### src/common/ufe_pkg.sv
// ufe_pkg: constants and types of the usb function endpoint register block
// assumes: byte-wide registers on a 16-bit address bus, five endpoints

package ufe_pkg;

  // endpoint count and bus geometry
  localparam int NUM_EP = 5;
  localparam int ADDR_W = 16;

  // one register address per endpoint, index 4 down to 0
  typedef logic [4:0][15:0] ufe_table_type;

  // fifo data ports
  localparam ufe_table_type DATA_OFS = {16'h1fd6, 16'h1fd2, 16'h1fd3, 16'h1fd4, 16'h1fd5};
  // endpoint service status
  localparam ufe_table_type STAT_OFS = {16'h1fde, 16'h1fda, 16'h1fdb, 16'h1fdc, 16'h1fdd};
  // endpoint configuration
  localparam ufe_table_type CFG_OFS = {16'h1fe6, 16'h1fe2, 16'h1fe3, 16'h1fe4, 16'h1fe5};
  // control and acknowledge
  localparam ufe_table_type ACK_OFS = {16'h1fa6, 16'h1fa2, 16'h1fa3, 16'h1fa4, 16'h1fa5};
  // packet length
  localparam ufe_table_type CNT_OFS = {16'h1fc4, 16'h1fc3, 16'h1fc2, 16'h1fc1, 16'h1fc0};
  // single address registers
  localparam logic [15:0] COMPAT_OFS = 16'h1fef;
  localparam logic [15:0] ADDR_OFS = 16'h1fee;

  // configuration fields
  localparam int CFG_EN = 7;
  localparam int CFG_TGL = 3;
  localparam int CFG_DIR = 2;
  localparam logic [7:0] CFG_MASK = 8'h8f;
  localparam logic [1:0] TYPE_CTRL = 2'h0;
  localparam logic [1:0] TYPE_ISO = 2'h1;
  localparam logic [1:0] TYPE_BULK = 2'h2;
  localparam logic [1:0] TYPE_INTR = 2'h3;

  // status fields
  localparam int STAT_STALL = 3;
  localparam int STAT_SETUP = 2;
  localparam int STAT_OUT = 1;
  localparam int STAT_TXC = 0;
  localparam logic [3:0] STAT_SETUP_ONLY = 4'h4;

  // acknowledge register: stored force-stall bit
  localparam int ACK_STALL_FORCE = 5;

  // single address enable and function enable
  localparam int COMPAT_SINGLE_ADDRESS_ENABLE = 7;
  localparam int ADDR_FEN = 7;

  // reset value, crc bytes in the length, fifo depths
  localparam logic [7:0] REG_RESET = 8'h00;
  localparam logic [6:0] CRC_BYTES = 7'h02;
  localparam logic [4:0][6:0] FIFO_DEPTH = {7'h08, 7'h08, 7'h40, 7'h40, 7'h08};

  // token kinds from the serial engine
  typedef enum logic [1:0] {
    PID_OUT = 2'b00,
    PID_IN = 2'b01,
    PID_SETUP = 2'b10
  } ufe_pid_type;

  // handshakes back to the serial engine
  typedef enum logic [1:0] {
    HS_ACK = 2'b00,
    HS_NAK = 2'b01,
    HS_STALL = 2'b10
  } ufe_hs_type;

endpackage

### src/common/ufe_fifo_if.sv
// ufe_fifo_if: port of one endpoint fifo
// assumes: all signals in the clk domain of the endpoint block
`timescale 1ns/10ps

interface ufe_fifo_if;
  logic push; // store wdata
  logic [7:0] wdata; // byte to store
  logic pop; // drop head byte
  logic [7:0] rdata; // head byte
  logic flush; // empty the fifo
  logic [6:0] level; // bytes held

  // controller side
  modport ctrl (output push, output wdata, output pop, output flush, input rdata, input level);
  // storage side
  modport store (input push, input wdata, input pop, input flush, output rdata, output level);
endinterface

### src/hdl/ufe_fifo.sv
// ufe_fifo: byte fifo of one endpoint, depth set by parameter
// assumes: synchronous controller, push on full and pop on empty ignored
`timescale 1ns/10ps

module ufe_fifo #(
  parameter logic [6:0] DEPTH = 7'h08
) (
  input wire logic clk,
  input wire logic reset,
  ufe_fifo_if.store bus
);

  // all fifo state
  typedef struct packed {
    logic [DEPTH-1:0][7:0] mem; // byte storage
    logic [5:0] wr; // write pointer
    logic [5:0] rd; // read pointer
    logic [6:0] level; // fill level
  } ufe_fifo_state_type;

  ufe_fifo_state_type s;
  ufe_fifo_state_type next_s;

  // pointer step with wrap at depth
  function automatic logic [5:0] step(input logic [5:0] p);
    step = (p == 6'(DEPTH - 7'h01)) ? 6'h00 : 6'(p + 6'h01);
  endfunction

  // next state: flush wins, then push and pop
  always_comb begin
    next_s = s;
    if (bus.flush) begin
      next_s.wr = 6'h00;
      next_s.rd = 6'h00;
      next_s.level = 7'h00;
    end else begin
      // store while room remains
      if (bus.push && s.level != DEPTH) begin
        next_s.mem[s.wr] = bus.wdata;
        next_s.wr = step(s.wr);
      end
      // drop head while data remains
      if (bus.pop && s.level != 7'h00) begin
        next_s.rd = step(s.rd);
      end
      next_s.level = 7'(s.level + {6'h00, bus.push && s.level != DEPTH}
                     - {6'h00, bus.pop && s.level != 7'h00});
    end
  end

  // state register
  always_ff @(posedge clk or posedge reset) begin
    if (reset) begin
      s <= '0;
    end else begin
      s <= next_s;
    end
  end

  // head byte and level
  assign bus.rdata = (s.level == 7'h00) ? 8'h00 : s.mem[s.rd];
  assign bus.level = s.level;

endmodule // ufe_fifo

### src/hdl/ufe_top.sv
// ufe_top: register and handshake logic of the usb function endpoints
// assumes: a serial engine decodes tokens and bytes and sends handshakes
//
// Decided for this implementation: the strobed register port.
`timescale 1ns/10ps

module ufe_top (
  input wire logic clk,
  input wire logic reset,
  input wire logic [15:0] addr,
  input wire logic [7:0] wdata,
  input wire logic wr,
  input wire logic rd,
  output logic [7:0] rdata,
  input wire logic tok_valid,
  input wire logic [1:0] tok_pid,
  input wire logic [6:0] tok_addr,
  input wire logic [2:0] tok_ep,
  input wire logic rx_valid,
  input wire logic [7:0] rx_byte,
  input wire logic rx_done,
  input wire logic rx_bad,
  output logic hs_valid,
  output logic [1:0] hs_code,
  output logic [4:0] ep_event
);

  // receive sequencer states
  typedef enum logic [0:0] {
    ST_IDLE = 1'b0,
    ST_RECV = 1'b1
  } ufe_state_type;

  // all block state
  typedef struct packed {
    ufe_state_type st; // sequencer state
    logic [2:0] cur_ep; // endpoint of the open packet
    logic accept; // open packet is stored
    logic setup; // open packet is a setup
    logic [4:0][7:0] cfg; // endpoint configuration
    logic [4:0][3:0] status; // endpoint service status
    logic [4:0] force_stall; // stall request per endpoint
    logic [4:0][6:0] cnt; // packet length with crc
    logic [7:0] compat; // single address register
    logic [7:0] dev_addr; // enable and function address
    logic [7:0] rdata; // read answer
    logic hs_valid; // handshake strobe
    logic [1:0] hs_code; // handshake kind
    logic [4:0] ep_event; // endpoint needs service
  } ufe_top_state_type;

  ufe_top_state_type s;
  ufe_top_state_type next_s;

  // fifo ports, one per endpoint
  ufe_fifo_if fifo_bus[ufe_pkg::NUM_EP] ();
  logic [4:0] push_v; // push per endpoint
  logic [4:0] pop_v; // pop per endpoint
  logic [4:0] flush_v; // flush per endpoint
  logic [4:0][7:0] wd_v; // byte per endpoint
  logic [4:0][7:0] rd_v; // head byte per endpoint

  // register address to endpoint index, 7 when absent
  function automatic logic [2:0] find_ep(input logic [15:0] a, input ufe_pkg::ufe_table_type t);
    find_ep = 3'h7;
    for (int i = 0; i < ufe_pkg::NUM_EP; i++) begin
      if (a == t[i]) begin
        find_ep = 3'(i);
      end
    end
  endfunction

  // one fifo per endpoint, depths 8 or 64
  generate
    for (genvar g = 0; g < ufe_pkg::NUM_EP; g++) begin : g_ep
      ufe_fifo #(
        .DEPTH(ufe_pkg::FIFO_DEPTH[g])
      ) u_fifo (
        .clk(clk),
        .reset(reset),
        .bus(fifo_bus[g].store)
      );
      assign fifo_bus[g].push = push_v[g];
      assign fifo_bus[g].wdata = wd_v[g];
      assign fifo_bus[g].pop = pop_v[g];
      assign fifo_bus[g].flush = flush_v[g];
      assign rd_v[g] = fifo_bus[g].rdata;
    end
  endgenerate

  // decoded register hits
  logic [2:0] hit_data;
  logic [2:0] hit_stat;
  logic [2:0] hit_cfg;
  logic [2:0] hit_ack;
  logic [2:0] hit_cnt;

  // token qualification
  logic ep_ok; // endpoint number exists
  logic fn_on; // function endpoints live
  logic tok_live; // token reaches an enabled endpoint
  logic [2:0] te; // token endpoint

  always_comb begin
    hit_data = find_ep(addr, ufe_pkg::DATA_OFS);
    hit_stat = find_ep(addr, ufe_pkg::STAT_OFS);
    hit_cfg = find_ep(addr, ufe_pkg::CFG_OFS);
    hit_ack = find_ep(addr, ufe_pkg::ACK_OFS);
    hit_cnt = find_ep(addr, ufe_pkg::CNT_OFS);
    te = tok_ep;
    ep_ok = (tok_ep < 3'h5);
    // single address makes function enable a don't care
    fn_on = s.compat[ufe_pkg::COMPAT_SINGLE_ADDRESS_ENABLE] || s.dev_addr[ufe_pkg::ADDR_FEN];
    tok_live = ep_ok && (tok_addr == s.dev_addr[6:0])
               && s.cfg[te][ufe_pkg::CFG_EN]
               && (te == 3'h0 || fn_on);
  end

  // next state: bus side first, link events after so sets win
  always_comb begin
    next_s = s;
    next_s.hs_valid = 1'b0;
    next_s.rdata = 8'h00;
    push_v = '0;
    pop_v = '0;
    flush_v = '0;
    wd_v = '0;

    // register writes; read-only and reserved bits ignored
    if (wr) begin
      if (hit_cfg != 3'h7) begin
        next_s.cfg[hit_cfg] = wdata & ufe_pkg::CFG_MASK;
      end else if (hit_ack != 3'h7) begin
        next_s.force_stall[hit_ack] = wdata[ufe_pkg::ACK_STALL_FORCE];
        // acknowledge bits clear flags and are not kept
        if (wdata[ufe_pkg::STAT_STALL]) begin
          next_s.status[hit_ack][ufe_pkg::STAT_STALL] = 1'b0;
        end
        if (wdata[ufe_pkg::STAT_SETUP]) begin
          next_s.status[hit_ack][ufe_pkg::STAT_SETUP] = 1'b0;
        end
        if (wdata[ufe_pkg::STAT_OUT]) begin
          next_s.status[hit_ack][ufe_pkg::STAT_OUT] = 1'b0;
        end
        if (wdata[ufe_pkg::STAT_TXC]) begin
          next_s.status[hit_ack][ufe_pkg::STAT_TXC] = 1'b0;
        end
      end else if (hit_data != 3'h7) begin
        // firmware byte into the fifo
        push_v[hit_data] = 1'b1;
        wd_v[hit_data] = wdata;
      end else if (addr == ufe_pkg::COMPAT_OFS) begin
        next_s.compat = wdata;
      end else if (addr == ufe_pkg::ADDR_OFS) begin
        next_s.dev_addr = wdata;
      end
    end

    // register reads, answer stands one cycle later
    if (rd) begin
      if (hit_cfg != 3'h7) begin
        next_s.rdata = s.cfg[hit_cfg] & ufe_pkg::CFG_MASK;
      end else if (hit_ack != 3'h7) begin
        next_s.rdata = 8'(s.force_stall[hit_ack]) << ufe_pkg::ACK_STALL_FORCE;
      end else if (hit_stat != 3'h7) begin
        next_s.rdata = {4'h0, s.status[hit_stat]};
      end else if (hit_cnt != 3'h7) begin
        next_s.rdata = {1'b0, s.cnt[hit_cnt]};
      end else if (hit_data != 3'h7) begin
        // head byte out, fifo advances
        next_s.rdata = rd_v[hit_data];
        pop_v[hit_data] = 1'b1;
      end else if (addr == ufe_pkg::COMPAT_OFS) begin
        next_s.rdata = s.compat;
      end else if (addr == ufe_pkg::ADDR_OFS) begin
        next_s.rdata = s.dev_addr;
      end
    end

    // packet bytes and end of packet
    case (s.st)
      ST_IDLE: begin
        // waiting for a token
      end
      ST_RECV: begin
        if (rx_valid && s.accept) begin
          push_v[s.cur_ep] = 1'b1;
          wd_v[s.cur_ep] = rx_byte;
          next_s.cnt[s.cur_ep] = 7'(s.cnt[s.cur_ep] + 7'h01);
        end
        if (rx_bad) begin
          // damaged packet: no handshake, host retries
          next_s.st = ST_IDLE;
        end else if (rx_done) begin
          next_s.st = ST_IDLE;
          next_s.hs_valid = 1'b1;
          if (s.accept) begin
            next_s.hs_code = ufe_pkg::HS_ACK;
            next_s.cfg[s.cur_ep][ufe_pkg::CFG_TGL] = !s.cfg[s.cur_ep][ufe_pkg::CFG_TGL];
            if (s.setup) begin
              next_s.status[0] = ufe_pkg::STAT_SETUP_ONLY;
            end else begin
              next_s.status[s.cur_ep][ufe_pkg::STAT_OUT] = 1'b1;
            end
          end else begin
            next_s.hs_code = ufe_pkg::HS_NAK;
          end
        end
      end
      default: begin
        next_s.st = ST_IDLE;
      end
    endcase

    // a token opens a transaction; disabled endpoints stay silent
    if (tok_valid) begin
      next_s.st = ST_IDLE;
      if (tok_live) begin
        next_s.cur_ep = te;
        if (tok_pid == ufe_pkg::PID_SETUP) begin
          if (te == 3'h0) begin
            // early setup may overwrite held data
            next_s.st = ST_RECV;
            next_s.accept = 1'b1;
            next_s.setup = 1'b1;
            flush_v[0] = 1'b1;
            next_s.cnt[0] = ufe_pkg::CRC_BYTES;
          end
        end else if (s.force_stall[te]) begin
          // stalled endpoint answers any data token
          next_s.hs_valid = 1'b1;
          next_s.hs_code = ufe_pkg::HS_STALL;
          next_s.status[te][ufe_pkg::STAT_STALL] = 1'b1;
        end else if (tok_pid == ufe_pkg::PID_OUT && (te == 3'h0 || !s.cfg[te][ufe_pkg::CFG_DIR])) begin
          next_s.st = ST_RECV;
          next_s.setup = 1'b0;
          // held data blocks new data
          next_s.accept = !s.status[te][ufe_pkg::STAT_OUT];
          if (!s.status[te][ufe_pkg::STAT_OUT]) begin
            flush_v[te] = 1'b1;
            next_s.cnt[te] = ufe_pkg::CRC_BYTES;
          end
        end else if (tok_pid == ufe_pkg::PID_IN && (te == 3'h0 || s.cfg[te][ufe_pkg::CFG_DIR])) begin
          // no packet loaded for the host
          next_s.hs_valid = 1'b1;
          next_s.hs_code = ufe_pkg::HS_NAK;
        end
      end
    end

    // service request per endpoint
    for (int i = 0; i < ufe_pkg::NUM_EP; i++) begin
      next_s.ep_event[i] = |next_s.status[i];
    end
  end

  // state register
  always_ff @(posedge clk or posedge reset) begin
    if (reset) begin
      s <= '0;
    end else begin
      s <= next_s;
    end
  end

  // outputs straight from flip-flops
  assign rdata = s.rdata;
  assign hs_valid = s.hs_valid;
  assign hs_code = s.hs_code;
  assign ep_event = s.ep_event;

  // held data is nak'd at end of packet
  rx_nak_full_a: assert property (@(posedge clk) disable iff (reset)
    (s.st == ST_RECV && !s.accept && rx_done && !rx_bad && !tok_valid)
    |=> (hs_valid && hs_code == ufe_pkg::HS_NAK))
    else $error("held out data not nak'd");

  // accepted out data raises its flag with the ack
  ack_sets_out_a: assert property (@(posedge clk) disable iff (reset)
    (s.st == ST_RECV && s.accept && !s.setup && rx_done && !rx_bad && !tok_valid)
    |=> (hs_valid && hs_code == ufe_pkg::HS_ACK && s.status[$past(s.cur_ep)][ufe_pkg::STAT_OUT]))
    else $error("out ack without flag");

  // stall handshake marks stall sent
  stall_flag_a: assert property (@(posedge clk) disable iff (reset)
    (hs_valid && hs_code == ufe_pkg::HS_STALL) |-> s.status[s.cur_ep][ufe_pkg::STAT_STALL])
    else $error("stall sent flag missing");

  // setup leaves only the setup flag
  setup_only_a: assert property (@(posedge clk) disable iff (reset)
    (s.st == ST_RECV && s.setup && rx_done && !rx_bad && !tok_valid)
    |=> (s.status[0] == ufe_pkg::STAT_SETUP_ONLY && ep_event[0]))
    else $error("setup flags wrong");

  // parity bit flips on every ack
  toggle_flip_a: assert property (@(posedge clk) disable iff (reset)
    (hs_valid && hs_code == ufe_pkg::HS_ACK)
    |-> (s.cfg[s.cur_ep][ufe_pkg::CFG_TGL] != $past(s.cfg[s.cur_ep][ufe_pkg::CFG_TGL])))
    else $error("parity bit did not toggle");

  // disabled endpoint opens nothing
  disabled_quiet_a: assert property (@(posedge clk) disable iff (reset)
    (tok_valid && ep_ok && !s.cfg[tok_ep][ufe_pkg::CFG_EN]) |=> (s.st == ST_IDLE && !hs_valid))
    else $error("disabled endpoint answered");

  // setup acknowledge clears flag when no packet ends
  setup_clear_a: assert property (@(posedge clk) disable iff (reset)
    (wr && addr == ufe_pkg::ACK_OFS[0] && wdata[ufe_pkg::STAT_SETUP] && !(s.st == ST_RECV && rx_done))
    |=> !s.status[0][ufe_pkg::STAT_SETUP])
    else $error("setup flag not cleared");

  // out acknowledge clears flag when no packet ends
  out_clear_a: assert property (@(posedge clk) disable iff (reset)
    (wr && addr == ufe_pkg::ACK_OFS[1] && wdata[ufe_pkg::STAT_OUT] && !(s.st == ST_RECV && rx_done))
    |=> !s.status[1][ufe_pkg::STAT_OUT])
    else $error("out flag not cleared");

  // length register top bit and status register bit 7 read zero
  read_zero_a: assert property (@(posedge clk) disable iff (reset)
    (rd && (hit_cnt != 3'h7 || hit_stat != 3'h7)) |=> (rdata[7] == 1'b0))
    else $error("reserved bit read one");

  // configuration reserved bits read zero
  cfg_reserved_a: assert property (@(posedge clk) disable iff (reset)
    (rd && hit_cfg != 3'h7) |=> (rdata[6:4] == 3'h0))
    else $error("config reserved bits nonzero");

endmodule // ufe_top

### config.mk
export PLATFORM = sky130hd
export DESIGN_NAME = ufe_top
export DESIGN_NICKNAME = d
export VERILOG_FILES = /design/src/common/ufe_pkg.sv /design/src/common/ufe_fifo_if.sv /design/src/hdl/ufe_fifo.sv /design/src/hdl/ufe_top.sv
export SDC_FILE = /design/constraint.sdc
export NUM_CORES = 2
export LEC_CHECK = 0
export ABC_AREA = 1
export BUFFER_PORTS_ARGS = -buffer_cell sky130_fd_sc_hd__clkbuf_2
export CAP_MARGIN = 20
export CORE_MARGIN = 2
export CORE_UTILIZATION = 45
export DETAILED_ROUTE_END_ITERATION = 6
export PLACE_DENSITY = 0.57
export SLEW_MARGIN = 20
export SYNTH_ARGS = -nofsm -noshare
export SYNTH_HDL_FRONTEND = slang
export SYNTH_SLANG_ARGS = --single-unit
### constraint.sdc
create_clock -name clk -period 55.9 [get_ports clk]
set_input_delay 2.795 -clock clk [delete_from_list [all_inputs] [get_ports clk]]
set_output_delay 2.795 -clock clk [all_outputs]
set_load 0.1 [all_outputs]
==> results.cfg <==
[global_route]
grt.total_usage = 0.273
grtUsageMet3 = 0.0400
antenna_found_initial = 3
grt_pass1_vias = 58436
met1_usage = 0.400
grt_overflow = 0
grtUsageMet2 = 0.413
busiest_layer = met2
grt_max_degree = 167
grt_pass1_wl_um = 351000

[timing]
rsz0062_at_grt = no
fmax_mhz = 152
fin_tns_setup_ns = 0
timing_hold_violations_final = 0
slew_viol_final = 0
worst_pin_slew_ns = 1.13
finClkSkew_ns = 0.0562
finalCritPeriodShare = 0.118
whs_ns = 0.466
max-slew-margin-rel = 0.246
fin_ws_ns = 49.30
setup_viol = 0
period_minus_slack_ns = 6.60

[clock_network]
cts_tree = built
ctsResizeCount = 0
clk_pin_slew_worst_paths_ns = 0.06
numCtsBuffers = 163
cts_hold_buffers = 0
cts_buffer_depth = 3
clk_latency_ns = 0.82
cts_root_buf = clkbuf_16
htreeDepth = 4
clock_sinks = 1434
cts_setup_buffers = 0

[layout]
instances_no_fill = 10826
multiInputGateArea_um2 = 31500
syn_to_final_growth_pct = 8.67
finalInstanceArea_um2 = 78500
fillers = 15780
nets = 8718
drive_gt1_frac = 0.0839
ff_latch_area_um2 = 35900

[synthesis]
ys_seq_elements = 1434
yosysWarnings = 0
synth-async-reset-ratio = 1.00
synth.area.mux_share = 0.00152
yosys-top-cells-area = dfrtp_1 50%, nand2_1 11%, o21ai_0 8.2%
synth_top_family_by_area = simple AND/OR/NAND/NOR gates
synth_cell_types = 64
synth_adder_area_share = 0.0116
synth_area_um2 = 72200
synth_xor_area_frac = 0.00400
yosys.area_share.simple = 0.248
synth.avg_cell_area_um2 = 8.15
ys_seq_area_frac = 0.497
syn_inst = 8864
synth_top_cell_area_share = 0.497
synth_top_area_cell = dfrtp_1
synth_edf_count = 0
synth_nets = 8980
synth_compound_area_frac = 0.170
synthFlopType = dfrtp_1

[floorplanning]
die_x_um = 405
die_area_um2 = 164000
rows = 147
die_y_um = 405
ioPinCount = 68
core_region_area_um2 = 160000
start_util = 0.451

[detailed_routing]
viasPerCell = 5.64
ant_nets = 0
vias = 61067
first_pass_iters = 7
wire_per_inst_um = 20.6
drc = 4
first_iter_violations = 6111
routed_wirelength_um = 223000

[status]
status = complete, but fails checks
violations = DRC

[placed_design]
dp_cells = 10522
portBuffers = 67
pre_cts_ws_ns = 48.49
placed_area_um2 = 73000
dpl.hpwl_um = 139000
place_congestion = 0.976

[critical_path]
crit_path_top_delay_cell = nor4_1
cp.arrival_ns = 7.31
crit_buf_inv = 6
cpMostUsedCell = nor2_1
path_class = primary input to flip-flop
cp_max_fo = 17
slowest_delay_ns = 0.76
critPathTopFamily = simple AND/OR/NAND/NOR gates
timing.critical_path.required_ns = 56.61
cp-end-kind = flip-flop
crit_chain = clkbuf_2, inv_2, nand2_2, o21ai_4, nand2_4, nand2_4, nand2_1, clkinv_1, nor4_1, ha_1, inv_1, ha_1, fa_1, inv_1, o31ai_1, inv_1, nor2_1, nor2_1, nor2_1, nor2_1, xor2_1, nor2_1
worst_setup_path_start_kind = primary input
reg2reg_slack_ns = 50.71

[power_and_ir_drop]
p_int_mw = 1.71
powerDensity_nw_per_um2 = 28.6
clock_power_share = 0.483
power_leakage_nw = 34.3
p_seq_frac = 0.470
swShare = 0.236
vdd_drop_max_mv = 0.0329
power_frac_comb = 0.048
power_switching_mw = 0.530

[min_path]
hold_class = flip-flop to flip-flop

[job]
maxCapViolCount = 0
## power by group through the flow
stage                     registers, mW  logic (mW)  clock network [mW]
after detailed placement           1.07       0.109                   0
after global routing               1.05       0.125                1.15
after floorplan                    1.07      0.0826                   0
after global placement             1.07       0.106                   0
final                              1.05       0.107                1.08
after CTS                          1.05       0.109                1.10
## synthesized netlist by cell type (56+ instances only)
library cell and count:
a21oi_1 213, buf_2 113, buf_6 56, clkbuf_1 338, dfrtp_1 1434, ha_1 59
inv_1 456, nand2_1 2212, nand3_1 538, nand3_4 104, nor2_1 837, nor3_1 60
o211ai_1 108, o21ai_0 1188, o21ai_1 482, o221ai_1 63, o22ai_1 129, or2_2 72
## through the flow
stage | util | power [mW]
final | 0.490 | 2.24
after global routing | 0.490 | 2.33
after CTS | 0.490 | 2.27
after detailed placement | 0.456 | 1.18
after global placement | 0.456 | 1.18
after floorplan | - | 1.16
## flip-flops by register name (all words and copies together) (netlist names)
| signal | flops |
|---|---|
| g_ep.u_fifo.bus.level | 35 |
| g_ep.u_fifo.s | 1276 |
| s | 107 |
| hs_valid | 1 |
| rdata | 8 |
| ep_event | 5 |
| hs_code | 2 |
## cell families (layout without fill, tap and decap cells)
| kind of cell | Yosys count | count (layout) |
|---|---|---|
| other | 0 | 3 |
| AOI/OAI and AO/OA | 2270 | 2270 |
| and+or+nand+nor | 3958 | 3958 |
| DFF | 1434 | 1434 |
| muxes | 11 | 11 |
| buffers and inverters | 1094 | 967 |
| xor gates and xnor gates | 33 | 33 |
| adders and majority gates | 64 | 64 |
## cells in the final DEF, fill, tap and decap left out, types with 37 or more instances in the layout
master	n
o21ai_0	1188
a21oi_1	210
clkbuf_16	165
o22ai_1	129
nand3_1	538
o21ai_1	482
or2_2	72
inv_1	453
clkbuf_2	67
buf_4	77
nand2_1	2210
clkbuf_1	45
inv_2	37
o221ai_1	63
clkbuf_8	41
nor3_1	60
nor2_1	837
dfrtp_1	1427
ha_1	59
nand3_4	105
o211ai_1	108
## worst register-to-register path, cell delays in order, from the launching register on
cell,delay [ns]
dfrtp_4,0.66
inv_6,0.48
buf_4,0.80
buf_4,0.70
o21ai_0,0.21
o22ai_1,0.18
nand2_1,0.07
nand3_1,0.15
nand3_1,0.23
nand3_1,0.24
nand3_1,0.35
o211ai_1,0.31
nand3_1,0.12
a21oi_1,0.48
## layer usage
metal  up-vias  wire length [um]
met5         -                 0
met4         0              7010
met3       394             14100
met2      1973             98500
met1     29663            103000
li1      29037                 -
## final cells by class
class,instances,area share
flip-flops and latches,1434,0.458
well taps,2086,0.0333
clock buffers,251,0.0620
repair buffers,149,0.0130
diodes,3,0.0000957
clock inverters,49,0.00713
multi-input cells,6336,0.402
inverters,518,0.0253
## final timing paths
check / from / to / depth (start not counted)
setup / recovery: addr[1] / g_ep[1].u_fifo.bus.level[6]$_DFF_PP0_ / 22
hold / removal: g_ep[0].u_fifo.s[67]$_DFFE_PP0P_ / g_ep[0].u_fifo.s[67]$_DFFE_PP0P_ / 2
setup reg to reg: g_ep[2].u_fifo.s[7]$_DFFE_PP0P_ / rdata[6]$_DFF_PP0_ / 13
hold reg to reg: g_ep[0].u_fifo.s[67]$_DFFE_PP0P_ / g_ep[0].u_fifo.s[67]$_DFFE_PP0P_ / 2
max in group asynchronous: reset / g_ep[2].u_fifo.s[7]$_DFFE_PP0P_ / 6
min in group asynchronous: reset / g_ep[4].u_fifo.s[18]$_DFFE_PP0P_ / 2
Note: power is estimated with default switching activity, not from simulation.
